<file path="config.mk">
export PLATFORM = sky130hd
export DESIGN_NAME = smc_csr_group
export DESIGN_NICKNAME = d
export VERILOG_FILES = /design/src/hdl/smc_pkg.sv /design/src/hdl/smc_csr_group.sv
export VERILOG_INCLUDE_DIRS = /design/src /design/src/hdl
export SDC_FILE = /design/constraint.sdc
export NUM_CORES = 1
export LEC_CHECK = 0
export BUFFER_PORTS_ARGS = -buffer_cell sky130_fd_sc_hd__buf_2
export CORE_MARGIN = 10
export CORE_UTILIZATION = 63
export CTS_CLUSTER_DIAMETER = 200
export DETAILED_ROUTE_END_ITERATION = 16
export PLACE_DENSITY_LB_ADDON = 0.2
export SYNTH_ARGS = -nofsm -noshare
export SYNTH_HDL_FRONTEND = slang
export SYNTH_SLANG_ARGS = --single-unit
</file>
<file path="constraint.sdc">
create_clock -name clk -period 7.5 [get_ports clk]
set_input_delay 1.5 -clock clk [delete_from_list [all_inputs] [get_ports clk]]
set_output_delay 1.5 -clock clk [all_outputs]
set_load 0.005 [all_outputs]
</file>
<file path="src/hdl/smc_defs.svh">
// Purpose: Offsets, field positions, reset values and timing counts of the misc CSR group
// Assumes: Included by bare name from the design file
// Notes:   Definitions only
`ifndef SMC_DEFS_SVH
`define SMC_DEFS_SVH

// ----------------------------------------------------------------
// Register word offsets (byte address)
// ----------------------------------------------------------------
`define SMC_OFS_TIMER_CFG     8'h8C
`define SMC_OFS_TIMER_VIEW    8'h90
`define SMC_OFS_WORD_ORDER    8'h98
`define SMC_OFS_FREE_TICK     8'h9C
`define SMC_OFS_DROP_TALLY    8'hA0
`define SMC_OFS_INNER_CMD     8'hA4
`define SMC_OFS_INNER_VALUE   8'hA8

// ----------------------------------------------------------------
// Field positions and widths
// ----------------------------------------------------------------
`define SMC_CMD_BUSY_BIT      31
`define SMC_CMD_RNW_BIT       30
`define SMC_CFG_RUN_BIT       29
`define SMC_HALF_BUSY_BIT     15
`define SMC_HALF_RNW_BIT      14
`define SMC_HALF_RUN_BIT      13
`define SMC_CMD_RSVD_W        22
`define SMC_CFG_RSVD_W        13

// ----------------------------------------------------------------
// Reset values and special patterns
// ----------------------------------------------------------------
`define SMC_TIMER_RESET       16'hFFFF
`define SMC_SWAP_ALL_ONES     32'hFFFF_FFFF
`define SMC_DROP_HALFWAY      32'h7FFF_FFFF
`define SMC_ZERO32            32'h0000_0000
`define SMC_ZERO16            16'h0000
`define SMC_ONE32             32'h0000_0001
`define SMC_ONE16             16'h0001

// ----------------------------------------------------------------
// Timing: system clock and slow count clock, in MHz
// ----------------------------------------------------------------
`define SMC_CLK_MHZ           250
`define SMC_SCLK_MHZ          25
`define SMC_SCLK_DIV          (`SMC_CLK_MHZ / `SMC_SCLK_MHZ)
`define SMC_DIV_W             4

`endif

</file>
<file path="src/hdl/smc_pkg.sv">
// Purpose: Types of the misc CSR group
// Assumes: Widths match smc_defs.svh
// Notes:   State struct holds every flop of the block
package smc_pkg;

   // ----------------------------------------------------------------
   // Inner register transfer states, one-hot
   // ----------------------------------------------------------------
   typedef enum logic [1:0] {
      SMC_XFER_IDLE = 2'b01,
      SMC_XFER_WAIT = 2'b10
   } smc_xfer_t;

   // ----------------------------------------------------------------
   // Whole block state
   // ----------------------------------------------------------------
   typedef struct packed {
      logic [3:0]  tick_div;
      logic        tick;
      logic [31:0] free_cnt;
      logic [31:0] free_snap;
      logic        free_held;
      logic [31:0] drop_cnt;
      logic [31:0] drop_snap;
      logic        drop_held;
      logic        drop_half;
      logic [31:0] swap;
      logic        tmr_run;
      logic [15:0] tmr_load;
      logic [15:0] tmr_cnt;
      logic        tmr_expired;
      smc_xfer_t   xfer;
      logic        cmd_rnw;
      logic [7:0]  cmd_addr;
      logic [31:0] inner_value;
      logic        inner_req;
      logic [15:0] rdata;
      logic [15:0] tx_high;
      logic        tx_phase;
      logic [15:0] tx_half;
      logic        tx_half_valid;
      logic        tx_word_ready;
      logic [15:0] rx_low;
      logic        rx_have_low;
      logic [31:0] rx_word;
      logic        rx_word_valid;
   } smc_state_t;

endpackage

</file>
<file path="src/hdl/smc_csr_group.sv">
// Purpose: System misc CSR group: timer view, word order, tick and drop counters,
//          indirect path to the inner MAC registers, FIFO word order to the network
// Assumes: Host strobes are one-cycle synchronous pulses on a 16-bit bus
// Notes:   Read data appears one clock after the read strobe
//          Tick and tally reads pair up: the first half read samples,
//          the second returns the sample and re-arms the capture
//          Command and value writes are dropped while a transfer is busy
//          Timer counts down at the slow tick rate; expiry is a one-clock pulse
//          Halfway event is a one-clock pulse for an interrupt block elsewhere
`timescale 1ns/1ps
`include "smc_defs.svh"

module smc_csr_group
   import smc_pkg::*;
#(
   parameter int SCLK_DIV = `SMC_SCLK_DIV
)(
   input  wire logic        clk,
   input  wire logic        reset,
   input  wire logic        host_cs,
   input  wire logic        host_rd,
   input  wire logic        host_wr,
   input  wire logic [7:1]  host_addr,
   input  wire logic [15:0] host_wdata,
   output logic      [15:0] host_rdata,
   input  wire logic        frame_dropped,
   output logic             drop_halfway_event,
   output logic             timer_expired,
   output logic             inner_req,
   output logic             inner_rnw,
   output logic      [7:0]  inner_addr,
   output logic      [31:0] inner_wdata,
   input  wire logic        inner_ack,
   input  wire logic [31:0] inner_rdata,
   input  wire logic [31:0] tx_word,
   input  wire logic        tx_word_valid,
   output logic             tx_word_ready,
   output logic      [15:0] tx_half,
   output logic             tx_half_valid,
   input  wire logic [15:0] rx_half,
   input  wire logic        rx_half_valid,
   output logic      [31:0] rx_word,
   output logic             rx_word_valid
);

   // ----------------------------------------------------------------
   // State
   // ----------------------------------------------------------------
   // One packed struct holds every flop; d is its next value
   smc_state_t q;
   smc_state_t d;

   // Divider wraps at SCLK_DIV-1; the cast keeps the compare at the
   // divider width, so SCLK_DIV above 16 would alias silently
   localparam logic [3:0] DIV_LAST = 4'(SCLK_DIV - 1);

   // Host access decode; chip select qualifies both strobes, so a
   // strobe without select is ignored
   logic [7:0]  byte_ofs;
   logic        upper_sel;
   logic        rd_hit;
   logic        wr_hit;
   logic [31:0] rd_word;
   logic [15:0] rd_half;

   // Word select is the address bit, inverted only by the all-ones pattern
   // Any other pattern, half-written ones included, keeps the plain order
   assign byte_ofs  = {host_addr[7:2], 2'b00};
   assign upper_sel = (q.swap == `SMC_SWAP_ALL_ONES) ? ~host_addr[1]
                                                     : host_addr[1];
   assign rd_hit    = host_cs & host_rd;
   assign wr_hit    = host_cs & host_wr;

   // ----------------------------------------------------------------
   // Register map, byte offsets of each 32-bit register
   // ----------------------------------------------------------------
   //   8C  timer config: run bit 29, preload 15:0
   //   90  timer view: live count in 15:0, upper half reads zero
   //   98  word order: all ones swaps the halves of every access
   //   9C  tick counter: read only, sampled on the first half read
   //   A0  drop tally: read only, cleared by the first half read
   //   A4  inner command: busy 31, read_not_write 30, address 7:0
   //   A8  inner value: data to or from the inner register
   //   Other offsets read as zero and ignore writes

   // ----------------------------------------------------------------
   // Read mux
   // ----------------------------------------------------------------
   // Counters with a capture read back the live value on the first
   // half and the sample on the second half; reserved bits read zero
   // so software can compare whole words
   always_comb begin
      case (byte_ofs)
         `SMC_OFS_TIMER_CFG:   rd_word = {2'b00, q.tmr_run, {`SMC_CFG_RSVD_W{1'b0}},
                                          q.tmr_load};
         `SMC_OFS_TIMER_VIEW:  rd_word = {`SMC_ZERO16, q.tmr_cnt};
         `SMC_OFS_WORD_ORDER:  rd_word = q.swap;
         `SMC_OFS_FREE_TICK:   rd_word = q.free_held ? q.free_snap
                                                     : q.free_cnt;
         `SMC_OFS_DROP_TALLY:  rd_word = q.drop_held ? q.drop_snap
                                                     : q.drop_cnt;
         `SMC_OFS_INNER_CMD:   rd_word = {(q.xfer == SMC_XFER_WAIT), q.cmd_rnw,
                                          {`SMC_CMD_RSVD_W{1'b0}}, q.cmd_addr};
         `SMC_OFS_INNER_VALUE: rd_word = q.inner_value;
         default:              rd_word = `SMC_ZERO32;
      endcase
      rd_half = upper_sel ? rd_word[31:16] : rd_word[15:0];
   end

   // ----------------------------------------------------------------
   // Next state
   // ----------------------------------------------------------------
   // Every flop holds unless a branch below says otherwise; pulses are
   // cleared first so each lasts exactly one clock
   always_comb begin
      d = q;
      d.drop_half     = 1'b0;
      d.tmr_expired   = 1'b0;
      d.rx_word_valid = 1'b0;

      // Slow count enable, one pulse per 25MHz period; registered so the
      // counters see a clean enable rather than a wide compare
      d.tick = (q.tick_div == DIV_LAST);
      d.tick_div = d.tick ? 4'h0 : q.tick_div + 4'h1;

      // Tick counter: no power-state gating, it always runs
      // Plain 32-bit add, so the wrap to zero comes for free
      if (q.tick) begin
         d.free_cnt = q.free_cnt + `SMC_ONE32;
      end

      // Host reads; data lands in the read flop one clock later, and a
      // held strobe counts as one read per clock
      if (rd_hit) begin
         d.rdata = rd_half;
         if (byte_ofs == `SMC_OFS_FREE_TICK) begin
            // Sample on first half so both halves are coherent
            if (!q.free_held) begin
               d.free_snap = q.free_cnt;
               d.free_held = 1'b1;
            end else begin
               d.free_held = 1'b0;
            end
         end
         if (byte_ofs == `SMC_OFS_DROP_TALLY) begin
            // Clear on the first half; the second half reads the sample
            if (!q.drop_held) begin
               d.drop_snap = q.drop_cnt;
               d.drop_cnt  = `SMC_ZERO32;
               d.drop_held = 1'b1;
            end else begin
               d.drop_held = 1'b0;
            end
         end
      end

      // Drop counting after any clear so a coincident drop survives;
      // the halfway compare uses the new value so the step is seen once
      if (frame_dropped) begin
         d.drop_cnt  = d.drop_cnt + `SMC_ONE32;
         d.drop_half = (d.drop_cnt == `SMC_DROP_HALFWAY + `SMC_ONE32);
      end

      // Host writes; each half lands on its own, so a 32-bit value is
      // only whole once both halves have been written
      if (wr_hit) begin
         case (byte_ofs)
            `SMC_OFS_TIMER_CFG: begin
               if (upper_sel) begin
                  d.tmr_run = host_wdata[`SMC_HALF_RUN_BIT];
                  if (!q.tmr_run && d.tmr_run) begin
                     d.tmr_cnt = q.tmr_load;
                  end
               end else begin
                  d.tmr_load = host_wdata;
               end
            end
            `SMC_OFS_WORD_ORDER: begin
               // Swap takes hold only once both halves hold all ones
               if (upper_sel) begin
                  d.swap[31:16] = host_wdata;
               end else begin
                  d.swap[15:0] = host_wdata;
               end
            end
            `SMC_OFS_INNER_CMD: begin
               // Writes while busy are dropped to protect the transfer
               if (q.xfer == SMC_XFER_IDLE) begin
                  if (upper_sel) begin
                     d.cmd_rnw = host_wdata[`SMC_HALF_RNW_BIT];
                     if (host_wdata[`SMC_HALF_BUSY_BIT]) begin
                        d.xfer      = SMC_XFER_WAIT;
                        d.inner_req = 1'b1;
                     end
                  end else begin
                     d.cmd_addr = host_wdata[7:0];
                  end
               end
            end
            `SMC_OFS_INNER_VALUE: begin
               if (q.xfer == SMC_XFER_IDLE) begin
                  if (upper_sel) begin
                     d.inner_value[31:16] = host_wdata;
                  end else begin
                     d.inner_value[15:0] = host_wdata;
                  end
               end
            end
            default: begin
               // Read-only and unmapped offsets ignore writes; a read in
               // the same clock still lands
               d.rdata = d.rdata;
            end
         endcase
      end

      // Falling run bit presets the preload, whatever was written with it
      if (q.tmr_run && !d.tmr_run) begin
         d.tmr_load = `SMC_TIMER_RESET;
      end

      // Timer counts down at the slow rate and reloads from preload;
      // a preload of zero expires on every tick
      if (q.tmr_run && d.tmr_run && q.tick) begin
         if (q.tmr_cnt == `SMC_ZERO16) begin
            d.tmr_cnt     = q.tmr_load;
            d.tmr_expired = 1'b1;
         end else begin
            d.tmr_cnt = q.tmr_cnt - `SMC_ONE16;
         end
      end

      // Inner register transfer; request held until acknowledged.
      // No timeout: a far side that never answers leaves busy set,
      // which software sees as a stuck busy bit
      case (q.xfer)
         SMC_XFER_IDLE: begin
            d.inner_req = d.inner_req;
         end
         SMC_XFER_WAIT: begin
            if (inner_ack) begin
               d.xfer      = SMC_XFER_IDLE;
               d.inner_req = 1'b0;
               if (q.cmd_rnw) begin
                  d.inner_value = inner_rdata;
               end
            end
         end
         default: begin
            d.xfer      = SMC_XFER_IDLE;
            d.inner_req = 1'b0;
         end
      endcase

      // Transmit: low half goes out first, then the held high half.
      // The sink cannot stall, so a word costs two clocks and the
      // ready drop is what paces the source
      d.tx_half_valid = 1'b0;
      if (q.tx_phase) begin
         d.tx_half       = q.tx_high;
         d.tx_half_valid = 1'b1;
         d.tx_phase      = 1'b0;
         d.tx_word_ready = 1'b1;
      end else if (tx_word_valid && q.tx_word_ready) begin
         d.tx_half       = tx_word[15:0];
         d.tx_high       = tx_word[31:16];
         d.tx_half_valid = 1'b1;
         d.tx_phase      = 1'b1;
         d.tx_word_ready = 1'b0;
      end

      // Receive: first half taken is the low half. A lone half stays
      // parked until its partner arrives; there is no frame boundary
      if (rx_half_valid) begin
         if (!q.rx_have_low) begin
            d.rx_low      = rx_half;
            d.rx_have_low = 1'b1;
         end else begin
            d.rx_word       = {rx_half, q.rx_low};
            d.rx_word_valid = 1'b1;
            d.rx_have_low   = 1'b0;
         end
      end
   end

   // ----------------------------------------------------------------
   // Registers
   // ----------------------------------------------------------------
   // Synchronous clear; tick counter is zero one edge after reset,
   // well inside the allowed settling time
   // Timer view and preload come out of reset as all ones, and the
   // transmit side comes out ready
   always_ff @(posedge clk) begin
      if (reset) begin
         q               <= '0;
         q.xfer          <= SMC_XFER_IDLE;
         q.tmr_load      <= `SMC_TIMER_RESET;
         q.tmr_cnt       <= `SMC_TIMER_RESET;
         q.tx_word_ready <= 1'b1;
      end else begin
         q <= d;
      end
   end

   // ----------------------------------------------------------------
   // Outputs, all straight from flops
   // ----------------------------------------------------------------
   // Plain wires from the state struct; no logic between flop and pin
   // keeps output timing independent of the host decode
   assign host_rdata         = q.rdata;
   assign drop_halfway_event = q.drop_half;
   assign timer_expired      = q.tmr_expired;
   assign inner_req          = q.inner_req;
   assign inner_rnw          = q.cmd_rnw;
   assign inner_addr         = q.cmd_addr;
   assign inner_wdata        = q.inner_value;
   assign tx_word_ready      = q.tx_word_ready;
   assign tx_half            = q.tx_half;
   assign tx_half_valid      = q.tx_half_valid;
   assign rx_word            = q.rx_word;
   assign rx_word_valid      = q.rx_word_valid;

endmodule

</file>
# [After elaboration in Yosys (flattened, before gate mapping)]
# Cells that the tools add are included.
[word_totals] reg_bits=347
[classes] n_addsub=4 n_eq_ne=12 muxes=45 bitwise_logic=10 n_reduce_logical=31
[op_table] cell="2-to-1 mux 32 bit" n=7
[op_table] cell="one-hot mux 32 bit (7 select lines)" n=1
[op_table] cell="2-to-1 mux 65 bit" n=2
[op_table] cell="2-to-1 mux 16 bit" n=8
[op_table] cell="2-to-1 mux 33 bit" n=3
[op_table] cell="adder 32 x 1 -> 32 bit (second input constant)" n=2
[op_table] cell="== test 32 bit (second input constant)" n=2
[op_table] cell="2-to-1 mux 64 bit" n=1
[op_table] cell="2-to-1 mux 60 bit" n=1
[op_table] cell="== test 6 bit (second input constant)" n=7
[op_table] cell="2-to-1 mux 11 bit" n=2
[op_table] cell="2-to-1 mux 19 bit" n=1
[op_table] cell="2-to-1 mux 18 bit" n=1
[op_table] cell="2-to-1 mux 17 bit" n=1
[op_table] cell="logical NOT 16 bit" n=1
[op_table] cell="subtractor 16 x 1 -> 16 bit (second input constant)" n=1
[op_table] cell="AND reduction 3 bit" n=4
[op_table] cell="AND reduction 4 bit" n=3
[op_table] cell="OR reduction 2 bit" n=6
[op_table] cell="2-to-1 mux 1 bit" n=11
[op_table] cell="AND reduction 2 bit" n=5
[op_table] cell="nonzero test 2 bit" n=5
[op_table] cell="2-to-1 mux 8 bit" n=1
[op_table] cell="inverter 1 bit" n=8
[op_table] cell="11 further kinds" n=18

# [Longest topological paths before layout]
[logic_depth] ltp_word=10 ltp_mapped=15 ltp_nobuf=11

# [Worst setup path after synthesis]
# No wires, ideal clock.
[synth_timing] path_type="input-to-reg" startpoint="in host_addr[2] (netlist bit)" endpoint="reg q (netlist bit drop_halfway_event)" arrival_ns=4.804 setup_slack_ns=2.593 path_stages=15 path_buffers=4 path_cell_list="or2_1 clkbuf_1 or3_4 buf_6 and2_1 ha_1 and3_1 clkbuf_1 and3_1 clkbuf_1 a211oi_1 o221ai_1 a2111o_1 or4_1 a2111oi_2"
[synth_via] elab_chain_cells=5
[synth_lines] element="start, declared" line="smc_csr_group.sv:23" text="input wire logic [7:1] host_addr,"
[synth_lines] element="== test 6 bit"
[synth_lines] element="2-to-1 mux 65 bit" line="smc_csr_group.sv:145" text="if (byte_ofs == `SMC_OFS_DROP_TALLY) begin"
[synth_lines] element="2-to-1 mux 65 bit" line="smc_csr_group.sv:134" text="if (rd_hit) begin"
[synth_lines] element="adder 32 x 1 -> 32 bit (no source line)"
[synth_lines] element="== test 32 bit (no source line)"
[synth_lines] element="end, declared" line="smc_csr_group.sv:50" text="smc_state_t q;"
# Every way passes these cells.
# A chain may end at the register's enable or synchronous reset.

# [Final worst setup path]
[layout_timing] startpoint="in host_addr[3] (netlist bit)" endpoint="reg q (netlist bit drop_halfway_event)"
# Same word-level chain as after synthesis.

==> reports/qor.csv <==
metric,value,unit
Worst Tran Pin Value,1.27,ns
postcts setup bufs,0,
Post-Route Setup TNS,0,ns
WL per Instance,20.8,um
CTS tree,yes,
clk sinks,347,
routed vias,14700,
Fin. Hold Viols,0,
syn nets,2110,
CP Capture Type,flip-flop,
hold buffers post-CTS,0,
Initial DRC Count,1546,
DRC Markers,0,
Yosys warnings,0,
largest family of logic cells by synthesized area,simple AND/OR/NAND/NOR gates,
first-pass GRT wire length,77000,um
chip height,183,um
Clock Latency Late Sink,0.52,ns
Die X,183,um
Critical Path Source Type,input pin,
vias in the first global route,13900,
status,finished clean,
Layout Area Growth over Synthesis,9.90,%
final net count,2132,
via density per instance,6.19,
proportion of layout cells with a drive suffix above 1,0.161,
Synth Area in Compound Gates,0.160,
area of the core,0.0261,mm^2
"Cell Area, Synth",0.0167,mm^2
worst hold slack,0.453,ns
Rows,59,
Crit path arrival time,5.68,ns
Tmin final,5.27,ns
number of max-cap violations,0,
die area,0.0335,mm^2
top-count cell post-synth,dfxtp_1,
fin crit share,0.702,
pin count of the biggest net entering global routing,98,
Max-slew headroom,0.152,
gpl congestion,0.945,
Post-synth EDFFs,0,
Synth Flop Type,dfxtp_1,
multiplexer area fraction after synthesis,0.101,
crit path kind,input pin to flip-flop,
number of synthesized register bits,347,
CTS-repair resized insts,0,
final WL,49400,um
num ports,223,
Worst EP required,7.91,ns
clk slew on worst S/H paths,0.06,ns
DRT Pass-1 Iters,7,
DRT antenna net count,0,
Fill cells,2145,
initial antenna violation count,0,
Pwr Density,224,mW/mm^2
gr usage total,0.281,
RSZ-0062 raised after global routing,false,
top post-synthesis cells by count,"347 x dfxtp_1, 283 x nand2_1, 225 x nor2_1",
xor/xnor share of the synthesized area,0.0392,
main area contributors after synthesis,"dfxtp_1 41%, mux2i_1 10%, nand2_1 6.3%, nor2_1 5.0%, a21oi_1 4.8%",
"Seq/Total Area, Yosys",0.415,
Root Driver,clkbuf_16,
synthesized instance count,1989,
Synth cell types,70,
CTS buffer count,38,
# setup viols final,0,
post-synthesis adder-cell area fraction,0.00672,
Final Max Slew Viols,0,
FMAX,190,MHz
initial core utilization,0.641,
Max Clock Skew,0.0147,ns
simple-gate share of the synthesized area,0.191,
Hold Path Class,flip-flop to flip-flop,
number of buffers on the longest clock path,3,
peak supply drop,0.181,mV
gr ovfl total,0,
Mean Syn Cell Area,8.42,um^2
ys async rst share,0,
Antenna Cells,0,
crit-path max FO,50,
H-tree depth,2,
share of the synthesized area in the top cell type,0.415,
Port Buf Inserts,222,
detailed placement HPWL,34500,um
leakage power,7.40,nW
"area leader, netlist",dfxtp_1,
## worst paths after layout
kind                                   start                  to  cells after the start  slack [ns]
worst max-delay path            host_addr[3]  drop_halfway_event                     12        2.23
worst min-delay path                  q[215]              q[215]                      2        0.45
worst max register to register        q[212]  drop_halfway_event                     12        2.93
worst min register to register        q[215]              q[215]                      2        0.45
## per-stage QoR
stage | std cells | utilization | setup WS, ns | power (mW) | instance area [um^2]
2_1_floorplan | 1989 | - | 2.59 | 2.06 | 16700
3_3_place_gp | 2306 | 0.653 | 1.91 | 2.13 | 17100
4_1_cts | 2375 | 0.704 | 2.34 | 4.13 | 18400
3_5_place_dp | 2306 | 0.653 | 1.82 | 2.14 | 17100
6_report | 2375 | 0.704 | 2.23 | 4.12 | 18400
5_1_grt | 2375 | 0.704 | 2.09 | 4.22 | 18400
## final cells by class
cell class,instances,area [um^2],area share
sequential,347,6950,0.378
inverter,20,75.1,0.00408
tap,335,419,0.0228
clock buffer,52,1070,0.0584
multi-input combinational,1365,8370,0.455
timing repair buffer,239,1250,0.0678
clock inverter,17,272,0.0147
## cells in the final DEF, fill, tap and decap left out, types with 9 or more instances in the layout
cell type	instances
and3_1	16
buf_4	17
or3_1	15
nand4_1	30
o21ai_0	28
a221oi_1	25
mux2i_1	168
and4_1	10
buf_2	221
a22o_1	32
clkbuf_16	39
o211ai_1	20
inv_1	20
a32oi_1	11
xnor2_1	33
a211oi_1	47
o2111ai_1	10
nand2_1	283
dfxtp_1	345
ha_1	9
nor3_1	18
nor2_1	224
nor4_1	11
nand3_1	59
a21oi_1	161
o22ai_1	14
xor2_1	42
## registers in the layout, indices dropped and copies added (netlist names), 8 cells and up
| signal | flops |
|---|---|
| host_rdata | 16 |
| inner_addr | 8 |
| inner_wdata | 32 |
| q | 236 |
| rx_word | 32 |
| tx_half | 16 |
## critical path: stages
cell	delay [ns]
buf_2	0.46
or2_1	0.35
or3_4	0.55
and2_1	0.27
ha_1	0.24
and3_1	0.32
nand3_1	0.26
nor3_4	0.34
nand4_1	0.14
a2111o_1	0.45
or4_1	0.42
a2111oi_2	0.35
## kinds of logic after synthesis
kind of cell / after synthesis
adders and majority gates: 9
xor gates and xnor gates: 75
buffers and inverters: 277
muxes: 169
and+or+nand+nor: 715
AOI/OAI and AO/OA: 397
DFF: 347
## power breakdown
part	internal, mW	switching [mW]
clock	1.25	0.766
combinational	0.0738	0.135
sequential	1.87	0.0226
total	3.19	0.924
## layer usage
metal | vias up | global-route usage | wire [um] | share of wire
li1 | 6926 | - | - | -
met1 | 6964 | 0.366 | 20300 | 0.41
met2 | 693 | 0.447 | 22600 | 0.46
met3 | 125 | 0.0557 | 4520 | 0.092
met4 | 0 | 0.118 | 1990 | 0.040
met5 | - | 0 | 0 | 0
Note: power is estimated with default switching activity, not from simulation.
